File: src/logic/vic_pkg.sv
// vectored interrupt controller: shared constants and types
`default_nettype none
package vic_pkg;
   // ==========================================================
   // register byte addresses on the bus
   // ==========================================================
   localparam logic [7:0] ADDR_REQ1 = 8'h00; // pending requests, group one
   localparam logic [7:0] ADDR_REQ2 = 8'h04; // pending requests, group two
   localparam logic [7:0] ADDR_ENA1 = 8'h08; // enables, group one
   localparam logic [7:0] ADDR_ENA2 = 8'h0C; // enables, group two
   localparam logic [7:0] ADDR_POL = 8'h10; // pin polarity and source select
   localparam logic [7:0] ADDR_SEL = 8'h14; // sprite / timer-four select
   localparam logic [7:0] ADDR_STAT = 8'h18; // flag and last vector
   // ==========================================================
   // field positions
   // ==========================================================
   // group one: timer1..4, overlay, vsync, conv/pin
   localparam int BIT_TM1 = 0;
   localparam int BIT_TM2 = 1;
   localparam int BIT_TM3 = 2;
   localparam int BIT_TM4 = 3;
   localparam int BIT_OVL = 4;
   localparam int BIT_VSY = 5;
   localparam int BIT_ADC = 6;
   // group two: pin a, slicer, serial, tick, pin b, two-wire, timer56
   localparam int BIT_PA = 0;
   localparam int BIT_DSL = 1;
   localparam int BIT_SIO = 2;
   localparam int BIT_TCK = 3;
   localparam int BIT_PB = 4;
   localparam int BIT_TWB = 5;
   localparam int BIT_T56 = 6;
   localparam int BIT_TPS = 7; // timer_pair_select in enable group two
   // polarity register
   localparam int BIT_POLA = 3;
   localparam int BIT_POLB = 4;
   localparam int BIT_POLC = 6;
   localparam int BIT_CPS = 7; // conv_or_pin_select
   localparam int BIT_SPS = 0; // sprite select in select register
   // ==========================================================
   // reset values
   // ==========================================================
   localparam logic [6:0] RST_REQ = 7'h00;
   localparam logic [7:0] RST_ENA2 = 8'h00;
   localparam logic [6:0] RST_ENA1 = 7'h00;
   localparam logic [7:0] RST_POL = 8'h00;
   localparam logic RST_IFLAG = 1'b1;
   // ==========================================================
   // vectors (low byte address of each pair)
   // ==========================================================
   localparam logic [15:0] VEC_RESET = 16'hFFFE;
   localparam logic [15:0] VEC_OVL = 16'hFFFC;
   localparam logic [15:0] VEC_PA = 16'hFFFA;
   localparam logic [15:0] VEC_DSL = 16'hFFF8;
   localparam logic [15:0] VEC_SIO = 16'hFFF6;
   localparam logic [15:0] VEC_T4S = 16'hFFF4;
   localparam logic [15:0] VEC_TCK = 16'hFFF2;
   localparam logic [15:0] VEC_VSY = 16'hFFF0;
   localparam logic [15:0] VEC_TM3 = 16'hFFEE;
   localparam logic [15:0] VEC_TM2 = 16'hFFEC;
   localparam logic [15:0] VEC_TM1 = 16'hFFEA;
   localparam logic [15:0] VEC_ADC = 16'hFFE8;
   localparam logic [15:0] VEC_PB = 16'hFFE6;
   localparam logic [15:0] VEC_TWB = 16'hFFE4;
   localparam logic [15:0] VEC_T56 = 16'hFFE2;
   localparam logic [15:0] VEC_BRK = 16'hFFDE;
   localparam int NSRC = 14; // maskable vectored sources
   // ==========================================================
   // acceptance sequencer
   // ==========================================================
   typedef enum logic [2:0] {
      ST_IDLE = 3'b000,
      ST_PUSH_PCH = 3'b001,
      ST_PUSH_PCL = 3'b010,
      ST_PUSH_PS = 3'b011,
      ST_FETCH_LO = 3'b100,
      ST_FETCH_HI = 3'b101,
      ST_LOAD = 3'b110
   } vic_state_t;
endpackage
`default_nettype wire

File: src/logic/vic_edge_det.sv
// selectable-polarity edge detector for one external request pin
`default_nettype none
module vic_edge_det (
   input wire logic hclk,
   input wire logic hresetn,
   input wire logic pin,
   input wire logic falling,
   output logic hit
);
   // ==========================================================
   // previous level
   // ==========================================================
   logic prev_q; // level seen last cycle
   logic prev_d;
   always_comb begin
      prev_d = pin;
   end
   // reset to zero so a pin high at reset reads as a rising edge in the first cycle after reset
   always_ff @(posedge hclk or negedge hresetn) begin
      if (!hresetn) begin
         prev_q <= 1'b0;
      end else begin
         prev_q <= prev_d;
      end
   end
   // edge of the chosen direction
   always_comb begin
      hit = falling ? (prev_q & ~pin) : (~prev_q & pin);
   end
endmodule
`default_nettype wire

File: src/logic/vic_top.sv
// vectored interrupt controller with AHB-Lite register slave and core handshake
// Operation
// - nineteen sources: three pins, fourteen events, break, reset
// - accept pushes program counter and flags
// - accept sets mask flag, clears request
// - then load counter from source vector
// - mask flag one blocks maskable acceptance
// - each non-break source owns request/enable bit
// - accept needs enable, request, flag zero
// - write zero clears request; one ignored
// - enable bits freely writable
// - reset is top-priority non-maskable, top vector
// - fixed priority, own vector pair each
// - timer-four/sprite source at priority six
// - conv/pin-c shared at twelve, edge programmable
// - two-wire bus at priority fourteen
// - timer five/six shared at fifteen, switchable
// - reset loads high byte top, low below
// - break lowest, no enable, ignores flag
// - pair select zero timer5, one timer6
// - select zero pin c, one converter
//
// The AHB-Lite register port and the register addresses were decided locally.
`default_nettype none
module vic_top (
   input wire logic hclk,
   input wire logic hresetn,
   // AHB-Lite slave
   input wire logic hsel,
   input wire logic [7:0] haddr,
   input wire logic [1:0] htrans,
   input wire logic hwrite,
   input wire logic [2:0] hsize,
   input wire logic [31:0] hwdata,
   input wire logic hready,
   output logic [31:0] hrdata,
   output logic hreadyout,
   output logic hresp,
   // request sources
   input wire logic ext_pin_irq_a,
   input wire logic ext_pin_irq_b,
   input wire logic ext_pin_irq_c,
   input wire logic [3:0] tmr_ovf, // timers one to four, one-cycle pulses
   input wire logic tmr5_ovf,
   input wire logic tmr6_ovf,
   input wire logic screen_overlay_done,
   input wire logic vsync_evt,
   input wire logic conv_done,
   input wire logic slicer_done,
   input wire logic serial_done,
   input wire logic sprite_done,
   input wire logic tick_evt,
   input wire logic twowire_evt,
   input wire logic soft_break_instr, // core decodes the break opcode
   // core side
   input wire logic [15:0] core_pc, // current program counter
   input wire logic [7:0] proc_flags_reg, // current status flags
   input wire logic core_at_boundary, // core may be interrupted now
   input wire logic [7:0] mem_rdata, // vector byte read back
   input wire logic mem_ack, // bus cycle for push or fetch done
   output logic core_hold, // core stalled while sequencing
   output logic mem_req,
   output logic mem_write,
   output logic mem_stack, // push goes to stack, fetch to vector
   output logic [15:0] mem_addr, // vector address during fetches
   output logic [7:0] mem_wdata,
   output logic pc_load,
   output logic [7:0] pc_high_byte,
   output logic [7:0] pc_low_byte,
   output logic int_mask_flag
);
   // ==========================================================
   // edge detectors on the three pins
   // ==========================================================
   logic [7:0] pol_q; // polarity and source select
   logic [7:0] pol_d;
   logic hit_a;
   logic hit_b;
   logic hit_c;
   vic_edge_det u_edge_a (
      .hclk(hclk),
      .hresetn(hresetn),
      .pin(ext_pin_irq_a),
      .falling(pol_q[vic_pkg::BIT_POLA]),
      .hit(hit_a)
   );
   vic_edge_det u_edge_b (
      .hclk(hclk),
      .hresetn(hresetn),
      .pin(ext_pin_irq_b),
      .falling(pol_q[vic_pkg::BIT_POLB]),
      .hit(hit_b)
   );
   vic_edge_det u_edge_c (
      .hclk(hclk),
      .hresetn(hresetn),
      .pin(ext_pin_irq_c),
      .falling(pol_q[vic_pkg::BIT_POLC]),
      .hit(hit_c)
   );
   // ==========================================================
   // bus address phase capture
   // ==========================================================
   logic wr_pend_q; // write data phase pending
   logic [7:0] wr_addr_q;
   logic wr_pend_d;
   logic [7:0] wr_addr_d;
   logic [31:0] rdata_q;
   logic [31:0] rdata_d;
   logic take;
   logic [6:0] req1_q; // pending requests
   logic [6:0] req2_q;
   logic [6:0] req1_d;
   logic [6:0] req2_d;
   logic [6:0] ena1_q; // enables
   logic [7:0] ena2_q;
   logic [6:0] ena1_d;
   logic [7:0] ena2_d;
   logic sel_q; // sprite versus timer-four select
   logic sel_d;
   logic iflag_q;
   logic iflag_d;
   logic [15:0] last_vec_q;
   logic [15:0] last_vec_d;
   always_comb begin
      take = hsel & hready & htrans[1];
      wr_pend_d = take & hwrite;
      wr_addr_d = take ? haddr : wr_addr_q;
      rdata_d = 32'h0000_0000;
      // reads answer in the data phase with zero wait
      if (take && !hwrite) begin
         case (haddr)
            vic_pkg::ADDR_REQ1: rdata_d = {25'h000_0000, req1_q};
            vic_pkg::ADDR_REQ2: rdata_d = {25'h000_0000, req2_q};
            vic_pkg::ADDR_ENA1: rdata_d = {25'h000_0000, ena1_q};
            vic_pkg::ADDR_ENA2: rdata_d = {24'h00_0000, ena2_q};
            vic_pkg::ADDR_POL: rdata_d = {24'h00_0000, pol_q};
            vic_pkg::ADDR_SEL: rdata_d = {31'h0000_0000, sel_q};
            vic_pkg::ADDR_STAT: rdata_d = {15'h0000, iflag_q, last_vec_q};
            default: rdata_d = 32'h0000_0000; // unmapped reads zero
         endcase
      end
   end
   always_ff @(posedge hclk or negedge hresetn) begin
      if (!hresetn) begin
         wr_pend_q <= 1'b0;
         wr_addr_q <= 8'h00;
         rdata_q <= 32'h0000_0000;
      end else begin
         wr_pend_q <= wr_pend_d;
         wr_addr_q <= wr_addr_d;
         rdata_q <= rdata_d;
      end
   end
   always_comb begin
      hrdata = rdata_q;
      hreadyout = 1'b1; // never waits
      hresp = 1'b0; // always OKAY
   end
   // ==========================================================
   // shared-source muxing and raw events
   // ==========================================================
   logic [6:0] ev1;
   logic [6:0] ev2;
   always_comb begin
      ev1 = 7'h00;
      ev2 = 7'h00;
      ev1[vic_pkg::BIT_TM1] = tmr_ovf[0];
      ev1[vic_pkg::BIT_TM2] = tmr_ovf[1];
      ev1[vic_pkg::BIT_TM3] = tmr_ovf[2];
      // sprite completion shares the timer-four slot
      ev1[vic_pkg::BIT_TM4] = sel_q ? sprite_done : tmr_ovf[3];
      ev1[vic_pkg::BIT_OVL] = screen_overlay_done;
      ev1[vic_pkg::BIT_VSY] = vsync_evt;
      // shared slot: zero pin c, one converter
      ev1[vic_pkg::BIT_ADC] = pol_q[vic_pkg::BIT_CPS] ? conv_done : hit_c;
      ev2[vic_pkg::BIT_PA] = hit_a;
      ev2[vic_pkg::BIT_DSL] = slicer_done;
      ev2[vic_pkg::BIT_SIO] = serial_done;
      ev2[vic_pkg::BIT_TCK] = tick_evt;
      ev2[vic_pkg::BIT_PB] = hit_b;
      ev2[vic_pkg::BIT_TWB] = twowire_evt;
      // zero timer five, one timer six
      ev2[vic_pkg::BIT_T56] = ena2_q[vic_pkg::BIT_TPS] ? tmr6_ovf : tmr5_ovf;
   end
   // ==========================================================
   // priority resolve, highest first
   // ==========================================================
   logic [vic_pkg::NSRC-1:0] elig; // index 0 = priority two
   logic [vic_pkg::NSRC-1:0] pend;
   logic any_elig;
   logic [3:0] win_idx;
   logic [15:0] win_vec;
   always_comb begin
      pend = {req2_q[vic_pkg::BIT_T56], req2_q[vic_pkg::BIT_TWB], req2_q[vic_pkg::BIT_PB],
              req1_q[vic_pkg::BIT_ADC], req1_q[vic_pkg::BIT_TM1], req1_q[vic_pkg::BIT_TM2],
              req1_q[vic_pkg::BIT_TM3], req1_q[vic_pkg::BIT_VSY], req2_q[vic_pkg::BIT_TCK],
              req1_q[vic_pkg::BIT_TM4], req2_q[vic_pkg::BIT_SIO], req2_q[vic_pkg::BIT_DSL],
              req2_q[vic_pkg::BIT_PA], req1_q[vic_pkg::BIT_OVL]};
      elig = pend & {ena2_q[vic_pkg::BIT_T56], ena2_q[vic_pkg::BIT_TWB],
                     ena2_q[vic_pkg::BIT_PB], ena1_q[vic_pkg::BIT_ADC],
                     ena1_q[vic_pkg::BIT_TM1], ena1_q[vic_pkg::BIT_TM2],
                     ena1_q[vic_pkg::BIT_TM3], ena1_q[vic_pkg::BIT_VSY],
                     ena2_q[vic_pkg::BIT_TCK], ena1_q[vic_pkg::BIT_TM4],
                     ena2_q[vic_pkg::BIT_SIO], ena2_q[vic_pkg::BIT_DSL],
                     ena2_q[vic_pkg::BIT_PA], ena1_q[vic_pkg::BIT_OVL]};
      any_elig = (|elig) & ~iflag_q;
      win_idx = 4'h0;
      // scan from lowest priority upward so the highest wins
      for (int i = vic_pkg::NSRC - 1; i >= 0; i--) begin
         if (elig[i]) begin
            win_idx = 4'(i);
         end
      end
      case (win_idx)
         4'h0: win_vec = vic_pkg::VEC_OVL;
         4'h1: win_vec = vic_pkg::VEC_PA;
         4'h2: win_vec = vic_pkg::VEC_DSL;
         4'h3: win_vec = vic_pkg::VEC_SIO;
         4'h4: win_vec = vic_pkg::VEC_T4S;
         4'h5: win_vec = vic_pkg::VEC_TCK;
         4'h6: win_vec = vic_pkg::VEC_VSY;
         4'h7: win_vec = vic_pkg::VEC_TM3;
         4'h8: win_vec = vic_pkg::VEC_TM2;
         4'h9: win_vec = vic_pkg::VEC_TM1;
         4'hA: win_vec = vic_pkg::VEC_ADC;
         4'hB: win_vec = vic_pkg::VEC_PB;
         4'hC: win_vec = vic_pkg::VEC_TWB;
         4'hD: win_vec = vic_pkg::VEC_T56;
         default: win_vec = vic_pkg::VEC_BRK;
      endcase
   end
   // ==========================================================
   // acceptance sequencer
   // ==========================================================
   vic_pkg::vic_state_t st_q;
   vic_pkg::vic_state_t st_d;
   logic [15:0] vec_q; // vector being fetched
   logic [15:0] vec_d;
   logic [7:0] lo_q; // low byte fetched first
   logic [7:0] lo_d;
   logic [7:0] hi_q;
   logic [7:0] hi_d;
   logic start_irq;
   logic start_brk;
   logic [13:0] clr_onehot;
   logic boot_q; // reset fetch still owed
   logic boot_d;
   always_comb begin
      start_irq = (st_q == vic_pkg::ST_IDLE) & core_at_boundary & any_elig & ~boot_q;
      // break ignores the mask and no enable gates it; loses to any eligible source
      start_brk = (st_q == vic_pkg::ST_IDLE) & ~boot_q & soft_break_instr
                  & ~any_elig;
      clr_onehot = start_irq ? (14'h0001 << win_idx) : 14'h0000;
      st_d = st_q;
      vec_d = vec_q;
      lo_d = lo_q;
      hi_d = hi_q;
      boot_d = boot_q;
      iflag_d = iflag_q;
      last_vec_d = last_vec_q;
      case (st_q)
         vic_pkg::ST_IDLE: begin
            if (boot_q) begin
               // reset behaves as top-priority non-maskable entry, no push
               vec_d = vic_pkg::VEC_RESET;
               st_d = vic_pkg::ST_FETCH_LO;
            end else if (start_irq || start_brk) begin
               vec_d = start_irq ? win_vec : vic_pkg::VEC_BRK;
               iflag_d = 1'b1;
               st_d = vic_pkg::ST_PUSH_PCH;
            end
         end
         vic_pkg::ST_PUSH_PCH: if (mem_ack) st_d = vic_pkg::ST_PUSH_PCL;
         vic_pkg::ST_PUSH_PCL: if (mem_ack) st_d = vic_pkg::ST_PUSH_PS;
         vic_pkg::ST_PUSH_PS: if (mem_ack) st_d = vic_pkg::ST_FETCH_LO;
         vic_pkg::ST_FETCH_LO: begin
            if (mem_ack) begin
               lo_d = mem_rdata;
               st_d = vic_pkg::ST_FETCH_HI;
            end
         end
         vic_pkg::ST_FETCH_HI: begin
            if (mem_ack) begin
               hi_d = mem_rdata; // high byte from the upper address
               st_d = vic_pkg::ST_LOAD;
            end
         end
         vic_pkg::ST_LOAD: begin
            boot_d = 1'b0;
            last_vec_d = vec_q;
            st_d = vic_pkg::ST_IDLE;
         end
         default: st_d = vic_pkg::ST_IDLE;
      endcase
      // software may rewrite the mask through the status register
      if (wr_pend_q && wr_addr_q == vic_pkg::ADDR_STAT) begin
         iflag_d = hwdata[16];
      end
      if (st_q == vic_pkg::ST_IDLE && (start_irq || start_brk)) begin
         iflag_d = 1'b1; // accept wins over a software clear
      end
   end
   always_ff @(posedge hclk or negedge hresetn) begin
      if (!hresetn) begin
         st_q <= vic_pkg::ST_IDLE;
         vec_q <= 16'h0000;
         lo_q <= 8'h00;
         hi_q <= 8'h00;
         boot_q <= 1'b1;
         iflag_q <= vic_pkg::RST_IFLAG;
         last_vec_q <= 16'h0000;
      end else begin
         st_q <= st_d;
         vec_q <= vec_d;
         lo_q <= lo_d;
         hi_q <= hi_d;
         boot_q <= boot_d;
         iflag_q <= iflag_d;
         last_vec_q <= last_vec_d;
      end
   end
   // core handshake outputs
   always_comb begin
      core_hold = (st_q != vic_pkg::ST_IDLE) | boot_q;
      mem_req = (st_q != vic_pkg::ST_IDLE) & (st_q != vic_pkg::ST_LOAD);
      mem_write = (st_q == vic_pkg::ST_PUSH_PCH) | (st_q == vic_pkg::ST_PUSH_PCL)
                  | (st_q == vic_pkg::ST_PUSH_PS);
      mem_stack = mem_write;
      mem_addr = (st_q == vic_pkg::ST_FETCH_HI) ? (vec_q | 16'h0001) : vec_q;
      case (st_q)
         vic_pkg::ST_PUSH_PCH: mem_wdata = core_pc[15:8];
         vic_pkg::ST_PUSH_PCL: mem_wdata = core_pc[7:0];
         vic_pkg::ST_PUSH_PS: mem_wdata = proc_flags_reg;
         default: mem_wdata = 8'h00;
      endcase
      pc_load = (st_q == vic_pkg::ST_LOAD);
      pc_high_byte = hi_q;
      pc_low_byte = lo_q;
      int_mask_flag = iflag_q;
   end
   // ==========================================================
   // request, enable and select registers
   // ==========================================================
   always_comb begin
      req1_d = req1_q;
      req2_d = req2_q;
      ena1_d = ena1_q;
      ena2_d = ena2_q;
      pol_d = pol_q;
      sel_d = sel_q;
      if (wr_pend_q) begin
         case (wr_addr_q)
            vic_pkg::ADDR_REQ1: req1_d = req1_q & hwdata[6:0]; // zero clears, one
            vic_pkg::ADDR_REQ2: req2_d = req2_q & hwdata[6:0];
            vic_pkg::ADDR_ENA1: ena1_d = hwdata[6:0];
            vic_pkg::ADDR_ENA2: ena2_d = hwdata[7:0];
            vic_pkg::ADDR_POL: pol_d = hwdata[7:0] & 8'hD8;
            vic_pkg::ADDR_SEL: sel_d = hwdata[vic_pkg::BIT_SPS];
            default: ;
         endcase
      end
      // clear of the accepted source, remapped to register bits
      req1_d[vic_pkg::BIT_OVL] = req1_d[vic_pkg::BIT_OVL] & ~clr_onehot[0];
      req2_d[vic_pkg::BIT_PA] = req2_d[vic_pkg::BIT_PA] & ~clr_onehot[1];
      req2_d[vic_pkg::BIT_DSL] = req2_d[vic_pkg::BIT_DSL] & ~clr_onehot[2];
      req2_d[vic_pkg::BIT_SIO] = req2_d[vic_pkg::BIT_SIO] & ~clr_onehot[3];
      req1_d[vic_pkg::BIT_TM4] = req1_d[vic_pkg::BIT_TM4] & ~clr_onehot[4];
      req2_d[vic_pkg::BIT_TCK] = req2_d[vic_pkg::BIT_TCK] & ~clr_onehot[5];
      req1_d[vic_pkg::BIT_VSY] = req1_d[vic_pkg::BIT_VSY] & ~clr_onehot[6];
      req1_d[vic_pkg::BIT_TM3] = req1_d[vic_pkg::BIT_TM3] & ~clr_onehot[7];
      req1_d[vic_pkg::BIT_TM2] = req1_d[vic_pkg::BIT_TM2] & ~clr_onehot[8];
      req1_d[vic_pkg::BIT_TM1] = req1_d[vic_pkg::BIT_TM1] & ~clr_onehot[9];
      req1_d[vic_pkg::BIT_ADC] = req1_d[vic_pkg::BIT_ADC] & ~clr_onehot[10];
      req2_d[vic_pkg::BIT_PB] = req2_d[vic_pkg::BIT_PB] & ~clr_onehot[11];
      req2_d[vic_pkg::BIT_TWB] = req2_d[vic_pkg::BIT_TWB] & ~clr_onehot[12];
      req2_d[vic_pkg::BIT_T56] = req2_d[vic_pkg::BIT_T56] & ~clr_onehot[13];
      // new events set last so they beat any clear in the same cycle
      req1_d = req1_d | ev1;
      req2_d = req2_d | ev2;
   end
   always_ff @(posedge hclk or negedge hresetn) begin
      if (!hresetn) begin
         req1_q <= vic_pkg::RST_REQ;
         req2_q <= vic_pkg::RST_REQ;
         ena1_q <= vic_pkg::RST_ENA1;
         ena2_q <= vic_pkg::RST_ENA2;
         pol_q <= vic_pkg::RST_POL;
         sel_q <= 1'b0;
      end else begin
         req1_q <= req1_d;
         req2_q <= req2_d;
         ena1_q <= ena1_d;
         ena2_q <= ena2_d;
         pol_q <= pol_d;
         sel_q <= sel_d;
      end
   end
endmodule
`default_nettype wire

File: config.mk
export PLATFORM = sky130hd
export DESIGN_NAME = vic_top
export DESIGN_NICKNAME = d
export VERILOG_FILES = /design/src/logic/vic_pkg.sv /design/src/logic/vic_edge_det.sv /design/src/logic/vic_top.sv
export SDC_FILE = /design/constraint.sdc
export NUM_CORES = 1
export LEC_CHECK = 0
export BUFFER_PORTS_ARGS = -buffer_cell sky130_fd_sc_hd__buf_2
export CORE_UTILIZATION = 40
export CTS_CLUSTER_DIAMETER = 80
export DETAILED_ROUTE_END_ITERATION = 10
export PLACE_DENSITY = 0.67
export SYNTH_ARGS = -nofsm -noshare
export SYNTH_HDL_FRONTEND = slang
export SYNTH_HIERARCHICAL = 1
export SYNTH_SLANG_ARGS = --single-unit
export TNS_END_PERCENT = 20
File: constraint.sdc
create_clock -name hclk -period 2.5 [get_ports hclk]
set_input_delay 0.5 -clock hclk [delete_from_list [all_inputs] [get_ports hclk]]
set_output_delay 0.5 -clock hclk [all_outputs]
set_load 0.005 [all_outputs]
==> results.cfg <==
[logic_synthesis]
synth.avg_cell_area_um2 = 10.7
synth.ff_latch_count = 89
ys_warn_count = 6
synth.distinct_cells = 52
synth-edff-count = 0
async_reset_ff_share_pct = 100
syn_inst = 441
synth_flop_cell = dfrtp_1
syn_area_mm2 = 0.00472
yosysSeqAreaShare_pct = 47.2

[sta]
rsz0062_at_grt = false
setup_slack_ns = 0.237
setup_viol = 0
drv_slew = 0
finClkSkew_ns = 0.00776
timing_hold_violations_final = 0
max_freq_mhz = 442
worstMarginPinSlew_ns = 0.724
fin_setup_tns_ns = 0
post-route-min-period_ns = 2.26
min_period_over_period_pct = 90.5
max_slew_margin_pct = 51.6

[place]
io_buffers = 137
post-dp-hpwl_um = 9320
pre_cts_ws_ns = 0.286
gp_congestion = 0.889

[cts]
cts_setup_buffers = 0
clockRootBuffer = clkbuf_16
clock_path_buffers = 2
clk_latency_ns = 0.34
htreeDepth = 3
numCtsBuffers = 9
tritoncts = built
hold_buffers = 0
clock_sinks = 89
cts_resized = 0
clk_pin_slew_ns = 0.06

[critical_path]
criticalPathCategory = reg2reg
crit_path_start_kind = flop
reg2reg_from = req1_q[0]$_DFF_PN0_
cp_slowest_cell = dfrtp_1
cp.buffers_inverters = 1
crit_family = compound AO/OA/AOI/OAI gates
cp-startpoint = req1_q[0]$_DFF_PN0_
critPathMaxStageDelay_ns = 0.43
crit_chain = a22oi_1, a21oi_1, o21ai_0, o211ai_1, inv_1, ha_1, a2bb2oi_1, a221o_1
endpoint_kind = flop
required_ns = 2.72
arrival_ns = 2.48
critPathMaxFanout = 5

[layout]
area_growth_pct = 21.3
nets = 674
layout-drive-gt1-share_pct = 40.0
antenna_cells = 0
fin_util_pct = 49.9

[pwr]
ir_drop_mv = 0.368
power.density_mw_per_mm2 = 803
p_leak_nw = 2.69

[global_routing]
antenna_found_initial = 0
grt_pass1_vias = 3816
overflow = 0
grt_max_degree = 52
grt_pass1_wl_um = 20000
grt_usage_pct = 20.9

[detailed_routing]
dr.first_iter.drc_count = 199
drt-wirelength-per-cell_um = 17.1
antenna_left = 0
drt_wl_total_um = 12300
vias = 3874
vias_per_cell = 5.42
drc_errors = 0
drt_first_pass_iters = 4

[floorplan]
dieArea_mm2 = 0.0122
core_area_mm2 = 0.0115
start_util_pct = 41.2
num_rows = 39
num_io_pins = 182
die_h_um = 111
fp.dieW_um = 111

[min_path]
hold_path.class = in2async

[flow_run]
cap_violations = 0

[outcome]
status = complete, no violations
[cell usage after synthesis (7+ instances only)]
cell type  instances  area [um^2]
a21oi_1           19         95.1
a22o_1             7         61.3
a22oi_1            9         67.6
a2bb2oi_1          9         78.8
and3_1             7         43.8
buf_4             34          255
dfrtp_1           87         2180
inv_1              8         30.0
mux2_2            52          586
mux2i_1           14          140
nand2_1           38          143
nand2b_1          11         68.8
nand3_1           11         55.1
nor2_1            36          135
o21ai_0           11         55.1
[per-stage QoR]
| step | hold slack (ns) | area (um^2) | std cells | total power [W] |
|---|---|---|---|---|
| after floorplan | 0.204 | 4780 | 456 | 0.00271 |
| after global placement | 0.481 | 5420 | 699 | 0.00322 |
| after detailed placement | 0.490 | 5420 | 699 | 0.00326 |
| after CTS | 0.144 | 5730 | 715 | 0.00465 |
| after global routing | 0.163 | 5730 | 715 | 0.00487 |
| final | 0.136 | 5730 | 715 | 0.00460 |
[layer usage]
metal / part of all wire [%] / track usage, % / vias to the layer above / wire length [um]
met3: 5.9 / 4.39 / 20 / 720
met4: 2.4 / 7.91 / 0 / 290
met2: 48 / 33.5 / 147 / 5880
li1: - / - / 1795 / -
met1: 44 / 28.0 / 1912 / 5360
met5: 0 / 0 / - / 0
[worst register-to-register path: stages, from the launching register on]
cell       delay [ns]
dfrtp_1          0.43
a22oi_1          0.36
a21oi_1          0.11
o21ai_0          0.24
o211ai_1         0.20
inv_1            0.15
ha_1             0.24
a2bb2oi_1        0.12
a221o_1          0.30
[cells by family (layout without fill, tap and decap cells)]
family	after synthesis	in the layout	share of synthesized area, %
adders and majority gates	5	5	1.33
buffers and inverters	55	171	7.13
AOI/OAI and AO/OA	84	84	12.6
DFF	89	89	47.2
muxes	70	70	17.0
other	2	17	0.159
and+or+nand+nor	136	136	14.5
[area by class of cell]
| cell class | instances | area [um^2] |
|---|---|---|
| Inverter | 9 | 33.8 |
| Timing Repair Buffer | 146 | 768 |
| Clock buffer | 10 | 239 |
| Tap cell | 143 | 179 |
| Multi-Input combinational cell | 312 | 2210 |
| Clock inverter | 6 | 66.3 |
| Sequential cell | 89 | 2230 |
| Fill cell | 1056 | 5740 |
[power breakdown]
group	leakage [nW]	internal [W]	total (W)	switching, W
combinational	1.51	0.000671	0.00132	0.000648
sequential	1.03	0.00171	0.00191	0.000201
clock	0.153	0.000805	0.00137	0.000560
[path summary, 6_finish.rpt]
kind	end	slack [ns]	cells past startpoint
max in group asynchronous	pc_high_byte[4]$_DFFE_PN0P_	1.73	2
min	u_edge_c/prev_q$_DFF_PN0_	0.14	1
max	req1_q[6]$_DFF_PN0_	0.24	8
min in group hclk	u_edge_a/prev_q$_DFF_PN0_	0.28	1
min reg2reg	pc_high_byte[3]$_DFFE_PN0P_	0.50	1
max reg2reg	req1_q[6]$_DFF_PN0_	0.24	8
[layout by cell type, fill, tap and decap left out, drive strengths merged, types with 2 or more instances in the layout]
cell type / instances
or3: 2
mux2: 53
mux2i: 14
nor3b: 2
dfrtp: 87
nor4: 2
nand3b: 6
nor2: 38
nand4: 4
clkinv: 5
nand3: 11
nor2b: 3
a2bb2oi: 9
a31oi: 3
a22oi: 10
a32o: 2
mux4: 3
buf: 146
o21ai: 14
nor3: 5
a21o: 6
clkbuf: 10
conb: 17
a21oi: 19
ha: 5
and3: 7
and2: 4
o211ai: 6
nand2b: 11
dfstp: 2
a22o: 7
nand2: 38
inv: 9
[flip-flops by register name, summed over array words and instances, names as in the netlist, 3 cells and up]
register	flops
ena1_q	7
ena2_q	8
hrdata	10
last_vec_q	6
pc_high_byte	8
pc_low_byte	8
pol_q	4
req1_q	7
req2_q	7
st_q	3
vec_q	6
wr_addr_q	8
(Power assumes the default switching activity.)
